$ cat config.mk
export PLATFORM = sky130hd
export DESIGN_NAME = ccr_regs
export DESIGN_NICKNAME = d
export VERILOG_FILES = /design/src/hdl/ccr_regs.v
export VERILOG_INCLUDE_DIRS = /design/src /design/src/include
export SDC_FILE = /design/constraint.sdc
export NUM_CORES = 1
export LEC_CHECK = 0
export ABC_AREA = 1
export BUFFER_PORTS_ARGS = -buffer_cell sky130_fd_sc_hd__buf_4
export CAP_MARGIN = 25
export CORE_MARGIN = 3
export CORE_UTILIZATION = 40
export CTS_CLUSTER_DIAMETER = 150
export DETAILED_ROUTE_END_ITERATION = 10
export GPL_TIMING_DRIVEN = 0
export SETUP_SLACK_MARGIN = 0.15
export SLEW_MARGIN = 20
export SYNTH_ARGS = -nofsm -noshare
export SYNTH_HDL_FRONTEND = slang
export SYNTH_SLANG_ARGS = --single-unit
$ cat constraint.sdc
create_clock -name clk -period 2.5 [get_ports clk]
set_clock_uncertainty 0.1 [all_clocks]
set_input_delay 0.375 -clock clk [delete_from_list [all_inputs] [get_ports clk]]
set_output_delay 0.375 -clock clk [all_outputs]
set_load 0.005 [all_outputs]
$ cat src/include/ccr_defines.vh
// ============================================================
// Codec control register bank: offsets, fields, reset values
// Assumes inclusion by bare name from the design files
// ============================================================
`ifndef CCR_DEFINES_VH
`define CCR_DEFINES_VH

// Register offsets
`define CCR_A_VOLMIX   8'h03
`define CCR_A_VOL_A    8'h04
`define CCR_A_VOL_B    8'h05
`define CCR_A_ADC      8'h06
`define CCR_A_MODE     8'h07
`define CCR_A_ID       8'h08

// Reset values
`define CCR_R_VOLMIX   8'h20
`define CCR_R_VOL      8'h00
`define CCR_R_ADC      8'h00
`define CCR_R_MODE     8'h01

// Writable bit masks, reserved bits read as zero
`define CCR_M_VOLMIX   8'h30
`define CCR_M_VOL      8'hFF
`define CCR_M_ADC      8'h3F
`define CCR_M_MODE     8'h1F

// Field positions
`define CCR_B_SOFT     5
`define CCR_B_CROSS    4
`define CCR_B_MUTE     7
`define CCR_B_DITH     5
`define CCR_B_FMT      4
`define CCR_B_AMUTE_L  3
`define CCR_B_AMUTE_R  2
`define CCR_B_HPF_L    1
`define CCR_B_HPF_R    0
`define CCR_B_WRAP     4
`define CCR_B_COMB     3
`define CCR_B_HOLD     2
`define CCR_B_HOST     1
`define CCR_B_LOWP     0

// Transition styles {gradual_ramp, crossing_wait}
`define CCR_T_IMM      2'b00
`define CCR_T_CROSS    2'b01
`define CCR_T_RAMP     2'b10
`define CCR_T_BOTH     2'b11

// Level in eighth-dB units; mute sits above max attenuation
`define CCR_LVL_MUTE   10'h3FF
`define CCR_LVL_ZERO   10'h000
// Frames without a zero crossing before forcing a change
`define CCR_TMO_FRAMES 10'h200

`endif

$ cat src/hdl/ccr_regs.v
// ============================================================
// Control register bank and level engine of a stereo codec
// Assumes a synchronous host port and one frame_tick pulse
// per frame-sync period, plus per-channel zero-cross pulses
// ============================================================
// What this block does
// - Volume bit 7 mutes the DAC channel; common mode kept.
// - Mute entry and exit follow ramp and crossing settings.
// - Active-low mute pin asserts while channel mute bit set.
// - With combine set, both pins assert only when both mute bits are set.
// - Seven-bit level attenuates in 1 dB steps, 0 to 127 dB.
// - Level changes use the selected transition style.
// - Dither bit adds dither to 16-bit ADC output.
// - Format bit: 0 left-justified, 1 I2S, both to 24 bits.
// - ADC control bits 3 and 2 mute ADC channels A and B.
// - High-pass disable freezes and keeps subtracting offset.
// - Wrap bit routes ADC output to the DAC input.
// - Combine bit ANDs the two mute pin controls.
// - Hold bit defers writes; clearing applies all together.
// - Host port enable resets to 0; set means register mode.
// - Low-power bit resets to 1; device stays in low power.
// - Register contents survive the low-power state.
// - Read-only ID: part code high nibble, revision low.
// - Ramp moves 1/8 dB per frame, 1 dB per 8 frames.
// - Crossing wait applies at zero cross or 512-frame timeout.
// - Style 00 immediate, 01 cross, 10 ramp default, 11 both.
//
// Local design decision: the strobed register port.
`timescale 1ns/1ps
`include "ccr_defines.vh"

module ccr_regs #(
   parameter [3:0] PART_CODE = 4'h5, // Arbitrary value
   parameter [3:0] REV_CODE  = 4'h2  // Arbitrary value
) (
   input  wire       clk,
   input  wire       rstn,
   input  wire [7:0] addr,
   input  wire [7:0] wdata,
   input  wire       wr_en,
   input  wire       rd_en,
   output reg  [7:0] rdata,
   input  wire       frame_tick,
   input  wire       zc_a,
   input  wire       zc_b,
   output reg  [9:0] atten_a,
   output reg  [9:0] atten_b,
   output reg        dac_silent_a,
   output reg        dac_silent_b,
   output reg        chan_a_mute_pin_n,
   output reg        chan_b_mute_pin_n,
   output reg        short_word_dither,
   output reg        adc_serial_format,
   output reg        adc_left_silence,
   output reg        adc_right_silence,
   output reg        highpass_off_left,
   output reg        highpass_off_right,
   output reg        adc_to_dac_wrap,
   output reg        host_port_enable,
   output reg        low_power_request
);

   // ==========================================================
   // Functions
   // ==========================================================

   // Target level in eighth-dB units from a volume byte
   function [9:0] ccr_target;
      input [7:0] vol;
      begin
         if (vol[`CCR_B_MUTE]) begin
            ccr_target = `CCR_LVL_MUTE;
         end else begin
            ccr_target = {vol[6:0], 3'b000};
         end
      end
   endfunction

   // One eighth-dB step toward the target
   function [9:0] ccr_step;
      input [9:0] cur;
      input [9:0] tgt;
      begin
         if (cur < tgt) begin
            ccr_step = cur + 10'h001;
         end else if (cur > tgt) begin
            ccr_step = cur - 10'h001;
         end else begin
            ccr_step = cur;
         end
      end
   endfunction

   // Next level for the chosen transition style
   function [9:0] ccr_next;
      input [9:0] cur;
      input [9:0] tgt;
      input [1:0] style;
      input       tick;
      input       fire;
      begin
         case (style)
            `CCR_T_IMM:   ccr_next = tgt;
            `CCR_T_CROSS: ccr_next = fire ? tgt : cur;
            `CCR_T_RAMP:
               ccr_next = tick ? ccr_step(cur, tgt) : cur;
            `CCR_T_BOTH:
               ccr_next = fire ? ccr_step(cur, tgt) : cur;
            default:      ccr_next = cur;
         endcase
      end
   endfunction

   // Frame counter toward the crossing timeout
   function [9:0] ccr_tmo;
      input [9:0] cnt;
      input       idle;
      input       fire;
      input       tick;
      begin
         if (idle || fire) begin
            ccr_tmo = 10'h000;
         end else if (tick) begin
            ccr_tmo = cnt + 10'h001;
         end else begin
            ccr_tmo = cnt;
         end
      end
   endfunction

   // Crossing pulse or expired timeout releases a change
   function ccr_fire;
      input       zc;
      input [9:0] cnt;
      begin
         ccr_fire = zc | (cnt == `CCR_TMO_FRAMES);
      end
   endfunction

   // Channel output is silent once its level reaches mute
   function ccr_silent;
      input [9:0] lvl;
      begin
         ccr_silent = (lvl == `CCR_LVL_MUTE);
      end
   endfunction

   // Staged value while free, applied value while held
   function [7:0] ccr_apply;
      input [7:0] stg;
      input [7:0] cur;
      input       held;
      begin
         if (held) begin
            ccr_apply = cur;
         end else begin
            ccr_apply = stg;
         end
      end
   endfunction

   // Active-low mute pin; combined form needs both requests
   function ccr_pin_n;
      input mine;
      input other;
      input paired;
      begin
         if (paired) begin
            ccr_pin_n = ~(mine & other);
         end else begin
            ccr_pin_n = ~mine;
         end
      end
   endfunction

   // ==========================================================
   // Written (staged) and applied register copies
   // ==========================================================
   reg  [7:0] s_volmix_r;
   reg  [7:0] s_vol_a_r;
   reg  [7:0] s_vol_b_r;
   reg  [7:0] s_adc_r;
   reg  [7:0] s_mode_r;
   reg  [7:0] a_volmix_r;
   reg  [7:0] a_vol_a_r;
   reg  [7:0] a_vol_b_r;
   reg  [7:0] a_adc_r;
   reg  [7:0] a_mode_r;
   reg  [9:0] tmo_a_r;
   reg  [9:0] tmo_b_r;
   reg  [9:0] lvl_a_nxt;
   reg  [9:0] lvl_b_nxt;
   reg  [7:0] rdata_nxt;

   wire [1:0] style;
   wire [9:0] tgt_a;
   wire [9:0] tgt_b;
   wire       fire_a;
   wire       fire_b;
   wire       hold;
   wire       mreq_a;
   wire       mreq_b;
   wire       comb;

   // Host writes, reserved bits masked off
   always @(posedge clk or negedge rstn) begin
      if (!rstn) begin
         s_volmix_r <= `CCR_R_VOLMIX;
         s_vol_a_r  <= `CCR_R_VOL;
         s_vol_b_r  <= `CCR_R_VOL;
         s_adc_r    <= `CCR_R_ADC;
         s_mode_r   <= `CCR_R_MODE;
      end else if (wr_en) begin
         // No path clears these in low power
         case (addr)
            `CCR_A_VOLMIX:
               s_volmix_r <= wdata & `CCR_M_VOLMIX;
            `CCR_A_VOL_A:  s_vol_a_r <= wdata & `CCR_M_VOL;
            `CCR_A_VOL_B:  s_vol_b_r <= wdata & `CCR_M_VOL;
            `CCR_A_ADC:    s_adc_r <= wdata & `CCR_M_ADC;
            `CCR_A_MODE:   s_mode_r <= wdata & `CCR_M_MODE;
            default:       s_mode_r <= s_mode_r;
         endcase
      end
   end

   // Hold follows the written copy so it can always be cleared
   assign hold = s_mode_r[`CCR_B_HOLD];

   // Copy staged values into effect unless held
   always @(posedge clk or negedge rstn) begin
      if (!rstn) begin
         a_volmix_r <= `CCR_R_VOLMIX;
         a_vol_a_r  <= `CCR_R_VOL;
         a_vol_b_r  <= `CCR_R_VOL;
         a_adc_r    <= `CCR_R_ADC;
         a_mode_r   <= `CCR_R_MODE;
      end else begin
         a_volmix_r <= ccr_apply(s_volmix_r, a_volmix_r, hold);
         a_vol_a_r  <= ccr_apply(s_vol_a_r, a_vol_a_r, hold);
         a_vol_b_r  <= ccr_apply(s_vol_b_r, a_vol_b_r, hold);
         a_adc_r    <= ccr_apply(s_adc_r, a_adc_r, hold);
         a_mode_r   <= ccr_apply(s_mode_r, a_mode_r, hold);
      end
   end

   // ==========================================================
   // Register read port
   // ==========================================================

   // Read data, one cycle after the strobe; unmapped read zero
   always @* begin
      rdata_nxt = 8'h00;
      if (rd_en) begin
         case (addr)
            `CCR_A_VOLMIX: rdata_nxt = s_volmix_r;
            `CCR_A_VOL_A:  rdata_nxt = s_vol_a_r;
            `CCR_A_VOL_B:  rdata_nxt = s_vol_b_r;
            `CCR_A_ADC:    rdata_nxt = s_adc_r;
            `CCR_A_MODE:   rdata_nxt = s_mode_r;
            `CCR_A_ID:
               rdata_nxt = {PART_CODE, REV_CODE};
            default:       rdata_nxt = 8'h00;
         endcase
      end
   end

   always @(posedge clk or negedge rstn) begin
      if (!rstn) begin
         rdata <= 8'h00;
      end else begin
         rdata <= rdata_nxt;
      end
   end

   // ==========================================================
   // Level engine, one per DAC channel
   // ==========================================================
   assign style = {a_volmix_r[`CCR_B_SOFT],
                   a_volmix_r[`CCR_B_CROSS]};
   assign tgt_a = ccr_target(a_vol_a_r);
   assign tgt_b = ccr_target(a_vol_b_r);

   // Zero crossing or timeout releases a pending change
   assign fire_a = ccr_fire(zc_a, tmo_a_r);
   assign fire_b = ccr_fire(zc_b, tmo_b_r);

   // Next levels; mute uses the same path as volume
   always @* begin
      lvl_a_nxt = ccr_next(atten_a, tgt_a, style,
                           frame_tick, fire_a);
      lvl_b_nxt = ccr_next(atten_b, tgt_b, style,
                           frame_tick, fire_b);
   end

   // Levels and silence flags
   always @(posedge clk or negedge rstn) begin
      if (!rstn) begin
         atten_a      <= `CCR_LVL_ZERO;
         atten_b      <= `CCR_LVL_ZERO;
         dac_silent_a <= 1'b0;
         dac_silent_b <= 1'b0;
      end else begin
         atten_a      <= lvl_a_nxt;
         atten_b      <= lvl_b_nxt;
         // Silence only the signal; common mode stays
         dac_silent_a <= ccr_silent(lvl_a_nxt);
         dac_silent_b <= ccr_silent(lvl_b_nxt);
      end
   end

   // ==========================================================
   // Crossing timeout counters
   // ==========================================================

   // Frame ticks counted while a change is still pending
   always @(posedge clk or negedge rstn) begin
      if (!rstn) begin
         tmo_a_r <= 10'h000;
         tmo_b_r <= 10'h000;
      end else begin
         tmo_a_r <= ccr_tmo(tmo_a_r, atten_a == tgt_a,
                            fire_a, frame_tick);
         tmo_b_r <= ccr_tmo(tmo_b_r, atten_b == tgt_b,
                            fire_b, frame_tick);
      end
   end

   // ==========================================================
   // Mute pins and converter controls
   // ==========================================================
   assign mreq_a = a_vol_a_r[`CCR_B_MUTE];
   assign mreq_b = a_vol_b_r[`CCR_B_MUTE];
   assign comb   = a_mode_r[`CCR_B_COMB];

   // Active-low pins; combined mode uses the AND form
   always @(posedge clk or negedge rstn) begin
      if (!rstn) begin
         chan_a_mute_pin_n <= 1'b1;
         chan_b_mute_pin_n <= 1'b1;
      end else begin
         chan_a_mute_pin_n <= ccr_pin_n(mreq_a, mreq_b, comb);
         chan_b_mute_pin_n <= ccr_pin_n(mreq_b, mreq_a, comb);
      end
   end

   // Applied control bits out to the converters
   always @(posedge clk or negedge rstn) begin
      if (!rstn) begin
         short_word_dither  <= 1'b0;
         adc_serial_format  <= 1'b0;
         adc_left_silence   <= 1'b0;
         adc_right_silence  <= 1'b0;
         highpass_off_left  <= 1'b0;
         highpass_off_right <= 1'b0;
      end else begin
         short_word_dither  <= a_adc_r[`CCR_B_DITH];
         adc_serial_format  <= a_adc_r[`CCR_B_FMT];
         adc_left_silence   <= a_adc_r[`CCR_B_AMUTE_L];
         adc_right_silence  <= a_adc_r[`CCR_B_AMUTE_R];
         highpass_off_left  <= a_adc_r[`CCR_B_HPF_L];
         highpass_off_right <= a_adc_r[`CCR_B_HPF_R];
      end
   end

   // Applied mode bits out to the device controls
   always @(posedge clk or negedge rstn) begin
      if (!rstn) begin
         adc_to_dac_wrap    <= 1'b0;
         host_port_enable   <= 1'b0;
         low_power_request  <= 1'b1;
      end else begin
         adc_to_dac_wrap    <= a_mode_r[`CCR_B_WRAP];
         host_port_enable   <= a_mode_r[`CCR_B_HOST];
         low_power_request  <= a_mode_r[`CCR_B_LOWP];
      end
   end

endmodule // ccr_regs

### After elaboration in Yosys (flattened, before gate mapping)

Cells that the tools add are included.

| storage, ports and cells | value |
|---|---|
| bits in registers | 118 |
| logic and storage cells | 91 |
| bits of input ports | 23 |
| output and inout bits | 41 |

| cells by class | value |
|---|---|
| reductions and logical operators | 10 |
| magnitude comparators | 4 |
| equal/unequal tests | 15 |
| $add $sub $neg | 6 |
| multiplexer cells | 22 |
| bitwise operators | 6 |

Operators with widths:

| cell | count |
|---|---|
| two-way mux 10 bit | 16 |
| case mux 10 bit (4 select lines) | 2 |
| case mux 8 bit (6 select lines) | 1 |
| adder 10 x 1 -> 10 bit (second input constant) | 4 |
| equality test 10 bit (second input constant) | 4 |
| equality test 8 x 3 -> 1 bit (second input constant) | 4 |
| equality test 10 bit | 2 |
| greater-than comparator 10 bit | 2 |
| < comparator 10 bit | 2 |
| subtractor 10 x 1 -> 10 bit (second input constant) | 2 |
| AND reduction 2 bit | 5 |
| equality test 8 x 2 -> 1 bit (second input constant) | 1 |
| equality test 8 x 4 -> 1 bit (second input constant) | 1 |
| two-way mux 8 bit | 1 |
| equality test 2 bit (second input constant) | 2 |
| nonzero test 2 bit | 2 |
| NOT 1 bit | 3 |
| equality test 2 x 1 -> 1 bit (second input constant) | 1 |
| logical NOT 2 bit | 1 |
| logical OR 1 bit | 2 |
| two-way mux 1 bit | 2 |
| bitwise OR 1 bit | 2 |
| bitwise AND 1 bit | 1 |

### Depth between registers and ports, before layout

Gate-level depths: netlist of the first run.

| logic depth | value |
|---|---|
| word-level depth | 7 |
| mapped depth | 22 |
| gate-level depth less buffers | 21 |

### Worst setup path before layout of the first run

OpenSTA, ideal clock, no wires.

| timing | value |
|---|---|
| kind | register to register |
| from | register a_vol_a_r[7] |
| to | register dac_silent_a |
| setup slack | -0.027 ns |
| buffers on the path | 2 |
| cell stages (with the launch flop) | 21 |
| clock period less this slack | 2.527 ns |
| arrival time | 2.312 ns |
| required time | 2.285 ns |
| library setup time | 0.115 ns |
| path through | dfrtp_1 -> buf_4 -> nor2_1 -> ha_1 -> nand2_1 -> nor2_4 -> nand2_1 -> nor2_1 -> nand3_1 -> nand2_1 -> inv_2 -> nand2_4 -> buf_6 -> o21ai_1 -> nand2_1 -> xor2_1 -> nand2_1 -> nand2_1 -> nand4_1 -> nand2_1 -> nor2_1 |

| between the ends | value |
|---|---|
| cells in the longest elaborated chain, start to end | 7 |
| elaborated cells on any way between the ends | 10 |
| classes of those cells | 2 x order compare; 1 x eq/ne; 7 x mux |

Ends and longest elaborated chain:

| element | RTL line | text |
|---|---|---|
| start: declaration | ccr_regs.v:185 | `reg [7:0] a_vol_a_r;` |
| start signal: assignment | ccr_regs.v:234 | `` a_vol_a_r <= `CCR_R_VOL; `` |
| start signal: assignment | ccr_regs.v:240 | `a_vol_a_r <= ccr_apply(s_vol_a_r, a_vol_a_r, hold);` |
| two-way mux 10 bit * | ccr_regs.v:71 | `` if (vol[`CCR_B_MUTE]) begin `` |
| greater-than comparator 10 bit | ccr_regs.v:86 | `end else if (cur > tgt) begin` |
| two-way mux 10 bit | ccr_regs.v:86 |  |
| two-way mux 10 bit | ccr_regs.v:84 | `if (cur < tgt) begin` |
| two-way mux 10 bit (on tied branches) | ccr_regs.v:108, ccr_regs.v:106 |  |
| case mux 10 bit (4 select lines) * | ccr_regs.v:102 | `case (style)` |
| named net lvl_a_nxt[9] | ccr_regs.v:191 | `reg [9:0] lvl_a_nxt;` |
| equality test 10 bit (no source line) * | n/a |  |
| end signal: assignment | ccr_regs.v:307 | `dac_silent_a <= ccr_silent(lvl_a_nxt);` |
| end: declaration | ccr_regs.v:48 | `output reg dac_silent_a,` |

Mark *: on every way through the listed nets, which the timed path passes. The rest lies on a longest branch.
A chain may end at the register's enable or synchronous reset.

### Worst setup path after layout of the first run

Same ends and word-level chain as after synthesis.

==> impl_metrics.ini, run 1 <==
[status]
status = finished, violations left
violations = negative setup slack

[detailed_routing]
num_vias = 7059
drtIter0Drc = 658
wl_um = 22100
remaining_drc_errors = 0
ant_nets = 0
via_per_inst = 5.33
dr.pass1.iters = 5
routedWlPerCell_um = 16.6

[logic_synthesis]
syn_nets = 998
yosys.cell_types.count = 53
synth_area_leaders = dfrtp_1 39%, nand2_1 14%, nand3_1 7.0%
syn_inst = 951
ys_seq_area_share_pct = 41.5
yosysTopAreaCell = dfrtp_1
syn_area_um2 = 7130
synth.avg_cell_area_um2 = 7.50
ys_warn_count = 0
synth_seq_cells = 118
synth_top_area_share_pct = 38.9

[setup_path]
cp-end-kind = flip-flop
critical_path_class = reg2reg
worst-path-stages = 19
slowest_stage = dfrtp_2
slowest_delay_ps = 420
cpMostUsedCell = nand3_1
worst-path-buf-inv = 4
crit_arrival_ps = 3060
startpoint = a_vol_a_r[7]
start_kind = flip-flop
crit_family = simple AND/OR/NAND/NOR gates
critPathMaxFanout = 7
r2r-start = a_vol_a_r[7]
crit_chain = buf_12, buf_4, nor2_4, ha_4, nand2_2, nor2_4, nand3_1, nand2_2, clkinv_4, nand2_8, buf_8, nand3_2, nand3_1, nand3_1, nand4_1, nand2_1, nor2_2, nand2_1, nor2_2
critical_path_required_ps = 2740
r2r_cells = 19

[global_route]
gr-usage-all-layers_pct = 22.3
overflow = 0
grt_max_degree = 78
grt_pass1_vias = 6753
grt_antenna_before_repair = 0
grt_pass1_wl_um = 35000

[cells_and_area]
layout_common_cells = 213 x nand2_1, 118 x inv_1, 109 x dfrtp_1, 104 x buf_4, 70 x nand3_1
layout_commonest_cell = nand2_1
drive_above_1_share_pct = 29.5
n_antenna_cell = 0
area_delta_synth_final_pct = 37.0
final_area_um2 = 9770
nNetsFinal = 1134

[floorplan]
core_area_um2 = 17400
start_util_pct = 41.1
die_y_um = 140
io_pins = 64
dieArea_um2 = 19500
fp-row-count = 48
die_w_um = 140

[timing]
period_share_pct = 113
worst_slack_ps = -316
setup_viol = 15
relSlewSlack_pct = 46.7
worst_pin_slew_ps = 797
fin_crit_ps = 2820
slew_viol_final = 0
hold_violations = 0
max_freq_ghz = 0.355
rsz0062_at_grt = yes

[cts]
clk_pin_slew_ps = 60
htree_levels = 4
cts_buffer_depth = 2
clock_latency_ps = 420
cts_tree = built
cts_root_buf = clkbuf_16
cts.sinks = 118
numCtsBuffers = 17

[place]
dpl_cell_area_um2 = 8090
pre_cts_slack_ps = -562
gp_congestion = 0.943
port_buffers = 63
dp_hpwl_um = 14900

[power_and_ir_drop]
power_leakage_uw = 0.00470
peakVddDrop_mv = 0.598
power.density_nw_per_um2 = 901

[min_path]
hold_path_depth = 3
hold_path.class = in2reg
min_from = rd_en

[job]
cap_viol_max_count = 0
stage by stage:
stage	setup TNS [ps]	power, uW	utilization (%)	hold WS (ps)	instances
2_1_floorplan	0	4060	-	-20.6	951
3_5_place_dp	-4130	4730	46.6	240	1240
4_1_cts	-1340	8100	53.4	121	1304
6_report	-1880	8800	56.3	118	1325
3_3_place_gp	-4000	4700	46.4	255	1239
5_1_grt	-5010	9280	56.3	126	1325
cells in the mapped netlist (all sizes together):
library cell and n:
a21oi 31, o211ai 17, o22ai 6, a2111oi 1, o21ai 56, a21boi 1, nor3 12, a211oi 1
dfstp 7, clkbuf 15, mux2 8, inv 129, xnor2 4, nor4b 1, nor3b 2, a221oi 4
o311ai 2, a221o 1, or2 1, nand3b 3, clkinv 1, o21bai 4, a31oi 1, ha 24
nand2 272, nor4 7, o221ai 1, nand3 104, o31ai 1, o21a 1, dfrtp 111, buf 11
nand4 29, or3 1, xor2 7, nor2 74
worst paths after layout:
check,end,slack [ps]
min in group asynchronous,tmo_b_r[7],340
max,dac_silent_a,-320
min,rdata[6],120
max in group asynchronous,chan_a_mute_pin_n,1170
max reg2reg,dac_silent_a,-320
min reg2reg,low_power_request,270
registers in the layout, indices dropped and copies added (netlist names), 8 cells and up:
signal / count
s_vol_a_r: 8
s_vol_b_r: 8
rdata: 8
atten_a: 10
tmo_a_r: 10
atten_b: 10
a_vol_a_r: 8
tmo_b_r: 10
a_vol_b_r: 8
tightest hold or removal path, delay by kind of cell:
kind	cells	cell delay, ps
buffers and inverters	2	150
and+or+nand+nor	1	70
cells by family (layout without fill, tap and decap cells):
group,count (synthesis),in the layout,share of synthesized area (%)
AND/OR/NAND/NOR,506,506,32.4
adder cells (fa/ha/maj),24,24,4.21
XOR/XNOR,11,11,1.35
buffers and inverters,156,305,8.70
multiplexers,8,8,1.26
flip-flops,118,118,41.5
AO/OA/AOI/OAI,128,128,10.5
report_power, final:
| group | leakage [uW] | internal [uW] | switching, uW |
|---|---|---|---|
| combinational | 0.00280 | 1650 | 2220 |
| clock | 0.000311 | 1730 | 941 |
| sequential | 0.00160 | 2050 | 206 |
area by class of cell:
type	count	area [um2]
fill	1549	7590
buffer	26	156
clock buffer	19	453
sequential	118	2960
inverter	130	502
tap	225	282
clock inverter	13	193
timing repair buffer	117	958
multi-input combinational	677	4260
metal layers:
layer	wire [um]	up-vias	track usage [%]
li1	-	3406	-
met1	9480	3329	29.8
met2	10600	280	36.3
met3	1330	44	4.23
met4	614	0	8.14
met5	0	-	0
what timing repair did:
action                                 4_1_cts  5_1_grt
resized for setup                           62       85
cloned                                       2        0
hold buffers                                 1        0
setup endpoints to repair                   35       34
setup buffers                               29       21
endpoints found under the hold margin       39        0
pin swaps                                   45       67
Power figures use the tool's default switching activity.
==> run 2, diff against run 1 <==
ABC_AREA = not set   (was 1)
==> impl_metrics.ini, run 2 <==
[setup_path]
critical_path_required_ps = 2700
critPathMaxFanout = 6
crit_arrival_ps = 3980
slowest_stage = or4_4
cpMostUsedCell = buf_6
crit_chain = buf_6, clkbuf_16, nor2_4, ha_4, nand4_1, or2_4, a211oi_4, nor2b_2, buf_6, a211o_4, or4_4, a311oi_4, o22ai_2, nor4_4
critical_path_class = reg2reg
start_kind = flip-flop
slowest_delay_ps = 440
cp-end-kind = flip-flop

[place]
gp_congestion = 0.906
dpl_cell_area_um2 = 8000
dp_hpwl_um = 15200
port_buffers = 61

[timing]
setup_viol = 32
slew_viol_final = 0
hold_violations = 0
max_freq_ghz = 0.265
period_share_pct = 151
rsz0062_at_grt = yes
setup-tns-final_ps = -15690
worst_pin_slew_ps = 730
relSlewSlack_pct = 50.7
fin_crit_ps = 3770
worst_slack_ps = -1270

[detailed_routing]
remaining_drc_errors = 0
ant_nets = 0
routedWlPerCell_um = 20.6
num_vias = 6457
via_per_inst = 5.90
wl_um = 22500
drtIter0Drc = 591
dr.pass1.iters = 5

[cells_and_area]
final_area_um2 = 9750
nNetsFinal = 909
layout_common_cells = 111 x dfrtp_1, 108 x buf_4, 64 x nor2_1, 59 x mux2_2, 45 x nand2_1
area_delta_synth_final_pct = 39.2
layout_commonest_cell = dfrtp_1
n_antenna_cell = 0
drive_above_1_share_pct = 40.2

[floorplan]
dieArea_um2 = 19100
core_area_um2 = 16900
die_y_um = 138
die_w_um = 138
io_pins = 64
start_util_pct = 41.5
fp-row-count = 47

[min_path]
hold_path.class = in2reg

[cts]
clk_pin_slew_ps = 60
cts_buffer_depth = 2
cts_tree = built
cts.sinks = 118
htree_levels = 4
cts_root_buf = clkbuf_16
clock_latency_ps = 420
numCtsBuffers = 17

[status]
status = finished, violations left
violations = negative setup slack

[logic_synthesis]
ys_warn_count = 0
syn_nets = 763
synth_area_leaders = dfrtp_1 40%, mux2_2 9.5%, ha_1 4.3%
yosysMostFrequentCell = dfrtp_1
synthTopCellsByCount = 111 x dfrtp_1, 77 x nor2_1, 59 x mux2_2
synth-edff-count = 0
synth_top_area_share_pct = 39.7
yosysTopAreaCell = dfrtp_1
synth-main-ff-cell = dfrtp_1
ys_seq_area_share_pct = 42.3
syn_inst = 716
yosys.cell_types.count = 80
synthArstFlopShare_pct = 100
synth.avg_cell_area_um2 = 9.78
syn_area_um2 = 7000
synth_seq_cells = 118

[global_route]
grt_pass1_wl_um = 35800
grt_pass1_vias = 6530
gr-usage-all-layers_pct = 23.1
grt_max_degree = 75
grt_antenna_before_repair = 0
overflow = 0

[job]
cap_viol_max_count = 0

[power_and_ir_drop]
power_leakage_uw = 0.00445
power.density_nw_per_um2 = 869
peakVddDrop_mv = 0.494
[run 2: changes by cell type after synthesis, sizes merged, moves of 12 or more]
cell | previous run | this run
mux2i | 0 | 15
nand4 | 29 | 15
nand2 | 272 | 47
nand3 | 104 | 28
mux2 | 8 | 60
a21o | 0 | 12
and3 | 0 | 15
o21ai | 56 | 19
inv | 129 | 24
[run 2: cells by family (layout without fill, tap and decap cells)]
logic type	after synthesis	after routing	synth area share [%]
buffers and inverters	62	221	3.72
multiplexers	78	78	12.8
XOR/XNOR	21	21	2.63
flip-flops	118	118	42.3
adder cells (fa/ha/maj)	25	25	4.43
AO/OA/AOI/OAI	151	151	15.2
AND/OR/NAND/NOR	261	261	19.0
[run 2: path summary, 6_finish.rpt]
path	startpoint	end	slack (ps)	depth (start not counted)
setup / recovery	a_vol_b_r[7]	dac_silent_b	-1270	14
hold / removal	wdata[7]	s_vol_b_r[7]	110	2
setup reg to reg	a_vol_b_r[7]	dac_silent_b	-1270	14
hold reg to reg	a_adc_r[1]	highpass_off_left	270	0
max in group asynchronous	rstn	s_volmix_r[5]	1190	3
min in group asynchronous	rstn	a_adc_r[2]	370	2
[run 2: what timing repair did]
action / in CTS / in global routing
cloned: 1 / 0
setup buffers: 45 / 17
resized for setup: 78 / 59
endpoints found under the hold margin: 39 / 0
setup endpoints to repair: 32 / 49
pin swaps: 32 / 35
hold buffers: 1 / 0
[run 2: area by class of cell]
class | instances | area (um2)
flip-flops and latches | 118 | 2960
clock inverters | 14 | 195
well taps | 220 | 275
inverters | 24 | 90.1
plain buffers | 38 | 275
multi-input cells | 536 | 4460
repair buffers | 127 | 1060
fillers | 1390 | 7130
clock buffers | 18 | 429
[run 2: metal layers]
| layer | up-vias | track usage, % | part of all wire [%] |
|---|---|---|---|
| li1 | 2945 | - | - |
| met1 | 3167 | 31.5 | 44 |
| met2 | 291 | 36.3 | 47 |
| met3 | 54 | 4.52 | 6.3 |
| met4 | 0 | 9.62 | 2.8 |
| met5 | - | 0 | 0 |
[run 2: metrics by stage]
| stage | hold slack (ps) | cells | power (uW) | setup slack, ps | util, % |
|---|---|---|---|---|---|
| global route | 103 | 1095 | 8830 | -1310 | 57.8 |
| detailed placement | 246 | 999 | 4480 | -1310 | 47.4 |
| CTS | 95.2 | 1078 | 7910 | -1200 | 55.5 |
| finish | 109 | 1095 | 8480 | -1270 | 57.8 |
| floorplan | -20.6 | 716 | 3800 | -609 | - |
| global placement | 256 | 997 | 4430 | -1300 | 47.2 |
[run 2: worst max-delay path: cells and delay by family (launching register included)]
kind	cells	cell delay, ps
AND/OR/NAND/NOR	6	1410
AO/OA/AOI/OAI	4	1080
buffers and inverters	3	410
flip-flops	1	390
adder cells (fa/ha/maj)	1	260
[run 2: where the power goes]
group / internal (uW) / switching, uW
registers: 2030 / 188
logic: 1840 / 1800
clock network: 1680 / 936
==> run 3, diff against run 2 <==
CORE_UTILIZATION = 38   (was 40)
CTS_CLUSTER_SIZE = 25   (was not set)
==> impl_metrics.ini, run 3 (same netlist as run 2, synthesis figures left out) <==
[status]
status = finished, violations left
violations = negative setup slack

[cells_and_area]
seq_area_um2 = 2960
nNetsFinal = 904
multi_input_area_um2 = 4460
layout_commonest_cell = dfrtp_1
layout_common_cells = 110 x dfrtp_1, 105 x buf_4, 60 x nor2_1, 59 x mux2_2, 46 x nand2_1
area_delta_synth_final_pct = 37.7
fillers = 1606
layout.cells.non_filler = 1099
drive_above_1_share_pct = 38.7
n_antenna_cell = 0

[setup_path]
r2r_cells = 16
start_kind = flip-flop
crit_chain = buf_6, clkbuf_16, buf_8, inv_2, ha_2, nand2_1, or2_1, a211oi_2, nor2b_1, buf_6, a211o_4, or4_4, a311oi_2, buf_4, nor2_1, a21oi_1
slowest_delay_ps = 420
rr_endpoint = atten_b[6]
crit_arrival_ps = 3740
r2r-start = a_vol_b_r[7]
crit_family = compound AO/OA/AOI/OAI gates
r2r_slack_ps = -990
slowest_stage = or4_4
critical_path_class = reg2reg
cpMostUsedCell = buf_6
critical_path_required_ps = 2750
worst-path-buf-inv = 6
cp-end-kind = flip-flop
critPathMaxFanout = 6

[place]
port_buffers = 61
pre_cts_slack_ps = -1180
gp_congestion = 0.895
dp_cells = 1007
dp_hpwl_um = 15100

[floorplan]
core_area_um2 = 18000
start_util_pct = 38.9
die_w_um = 142
die_y_um = 142
io_pins = 64
fp-row-count = 49
dieArea_um2 = 20100

[cts]
numCtsBuffers = 17
htree_levels = 4
cts_buffer_depth = 2
cts.sinks = 118
cts_tree = built
clk_pin_slew_ps = 60
cts_root_buf = clkbuf_16
clock_latency_ps = 420

[detailed_routing]
via_per_inst = 5.95
highest_layer = met4
routedWlPerCell_um = 20.3
wl_met1_um = 9630
wl_met3_um = 1390
dr_wl_met2_um = 10600
drtIter0Drc = 665
wl_um = 22300
num_vias = 6542
dr.pass1.iters = 7
remaining_drc_errors = 0
ant_nets = 0

[timing]
worst_slack_ps = -989
rsz0062_at_grt = yes
worst_pin_slew_ps = 954
max_freq_ghz = 0.287
relSlewSlack_pct = 36.1
setup_viol = 32
slew_viol_final = 0
period_share_pct = 140
setup-tns-final_ps = -14160
hold_violations = 0
fin_crit_ps = 3490
timing.hold.ws_ps = 97.9

[global_route]
overflow = 0
grt_antenna_before_repair = 0
grt_pass1_vias = 6466
grt_pass1_wl_um = 35500
gr-usage-all-layers_pct = 22.3
grt_max_degree = 84

[power_and_ir_drop]
power_leakage_uw = 0.00436
power.density_nw_per_um2 = 847
fin_total_pwr_uw = 8160
peakVddDrop_mv = 0.506

[min_path]
hold_path.class = in2reg
min_from = wdata[7]
hold_path_depth = 2
holdPathEnd = s_vol_a_r[7]

[job]
cap_viol_max_count = 0
run 3: report_power, final:
part           switching [uW]  internal, uW
combinational            1770          1770
clock                     916          1490
sequential                186          2030
run 3: per-layer routing:
layer	track usage (%)	up-vias
met3	4.45	68
met2	35.4	288
met5	0	-
met4	8.84	0
li1	-	2953
met1	29.9	3233
run 3: metrics by stage:
| stage | utilization [%] | cell area (um2) |
|---|---|---|
| 2_1_floorplan | - | 7230 |
| 3_3_place_gp | 44.2 | 7980 |
| 3_5_place_dp | 44.4 | 8010 |
| 4_1_cts | 51.7 | 9320 |
| 5_1_grt | 53.5 | 9640 |
| 6_report | 53.5 | 9640 |
run 3: what timing repair did:
item,CTS,global route
gates cloned,1,1
gates resized for setup,87,34
endpoints found under the hold margin,35,0
pin swaps,22,23
setup endpoints to repair,42,43
setup buffers,34,23
hold buffers,1,0
run 3: worst max-delay path by stage:
stage	startpoint	end	slack, ps	depth (start not counted)
finish	a_vol_b_r[7]	atten_b[6]	-990	16
floorplan	a_vol_b_r[7]	dac_silent_b	-610	14
detailed placement	a_vol_b_r[7]	dac_silent_b	-1180	14
global placement	a_vol_b_r[7]	dac_silent_b	-1160	14
global route	a_vol_b_r[7]	atten_b[6]	-1130	15
CTS	a_vol_b_r[7]	dac_silent_b	-940	14
run 3: layout make-up:
type / count / share of cell area, %
plain buffers: 38 / 2.84
flip-flops and latches: 118 / 30.7
multi-input cells: 537 / 46.2
well taps: 229 / 2.97
clock buffers: 21 / 4.67
clock inverters: 11 / 1.32
inverters: 24 / 0.934
repair buffers: 121 / 10.3
run 3: worst register-to-register path: stages, from the launching register on:
cell       delay (ps)
dfrtp_1           360
buf_6             130
clkbuf_16         150
buf_8             120
inv_2              60
ha_2              310
nand2_1            40
or2_1             240
a211oi_2          300
nor2b_1           100
buf_6             130
a211o_4           350
or4_4             430
a311oi_2          300
buf_4             160
nor2_1             30
a21oi_1           110
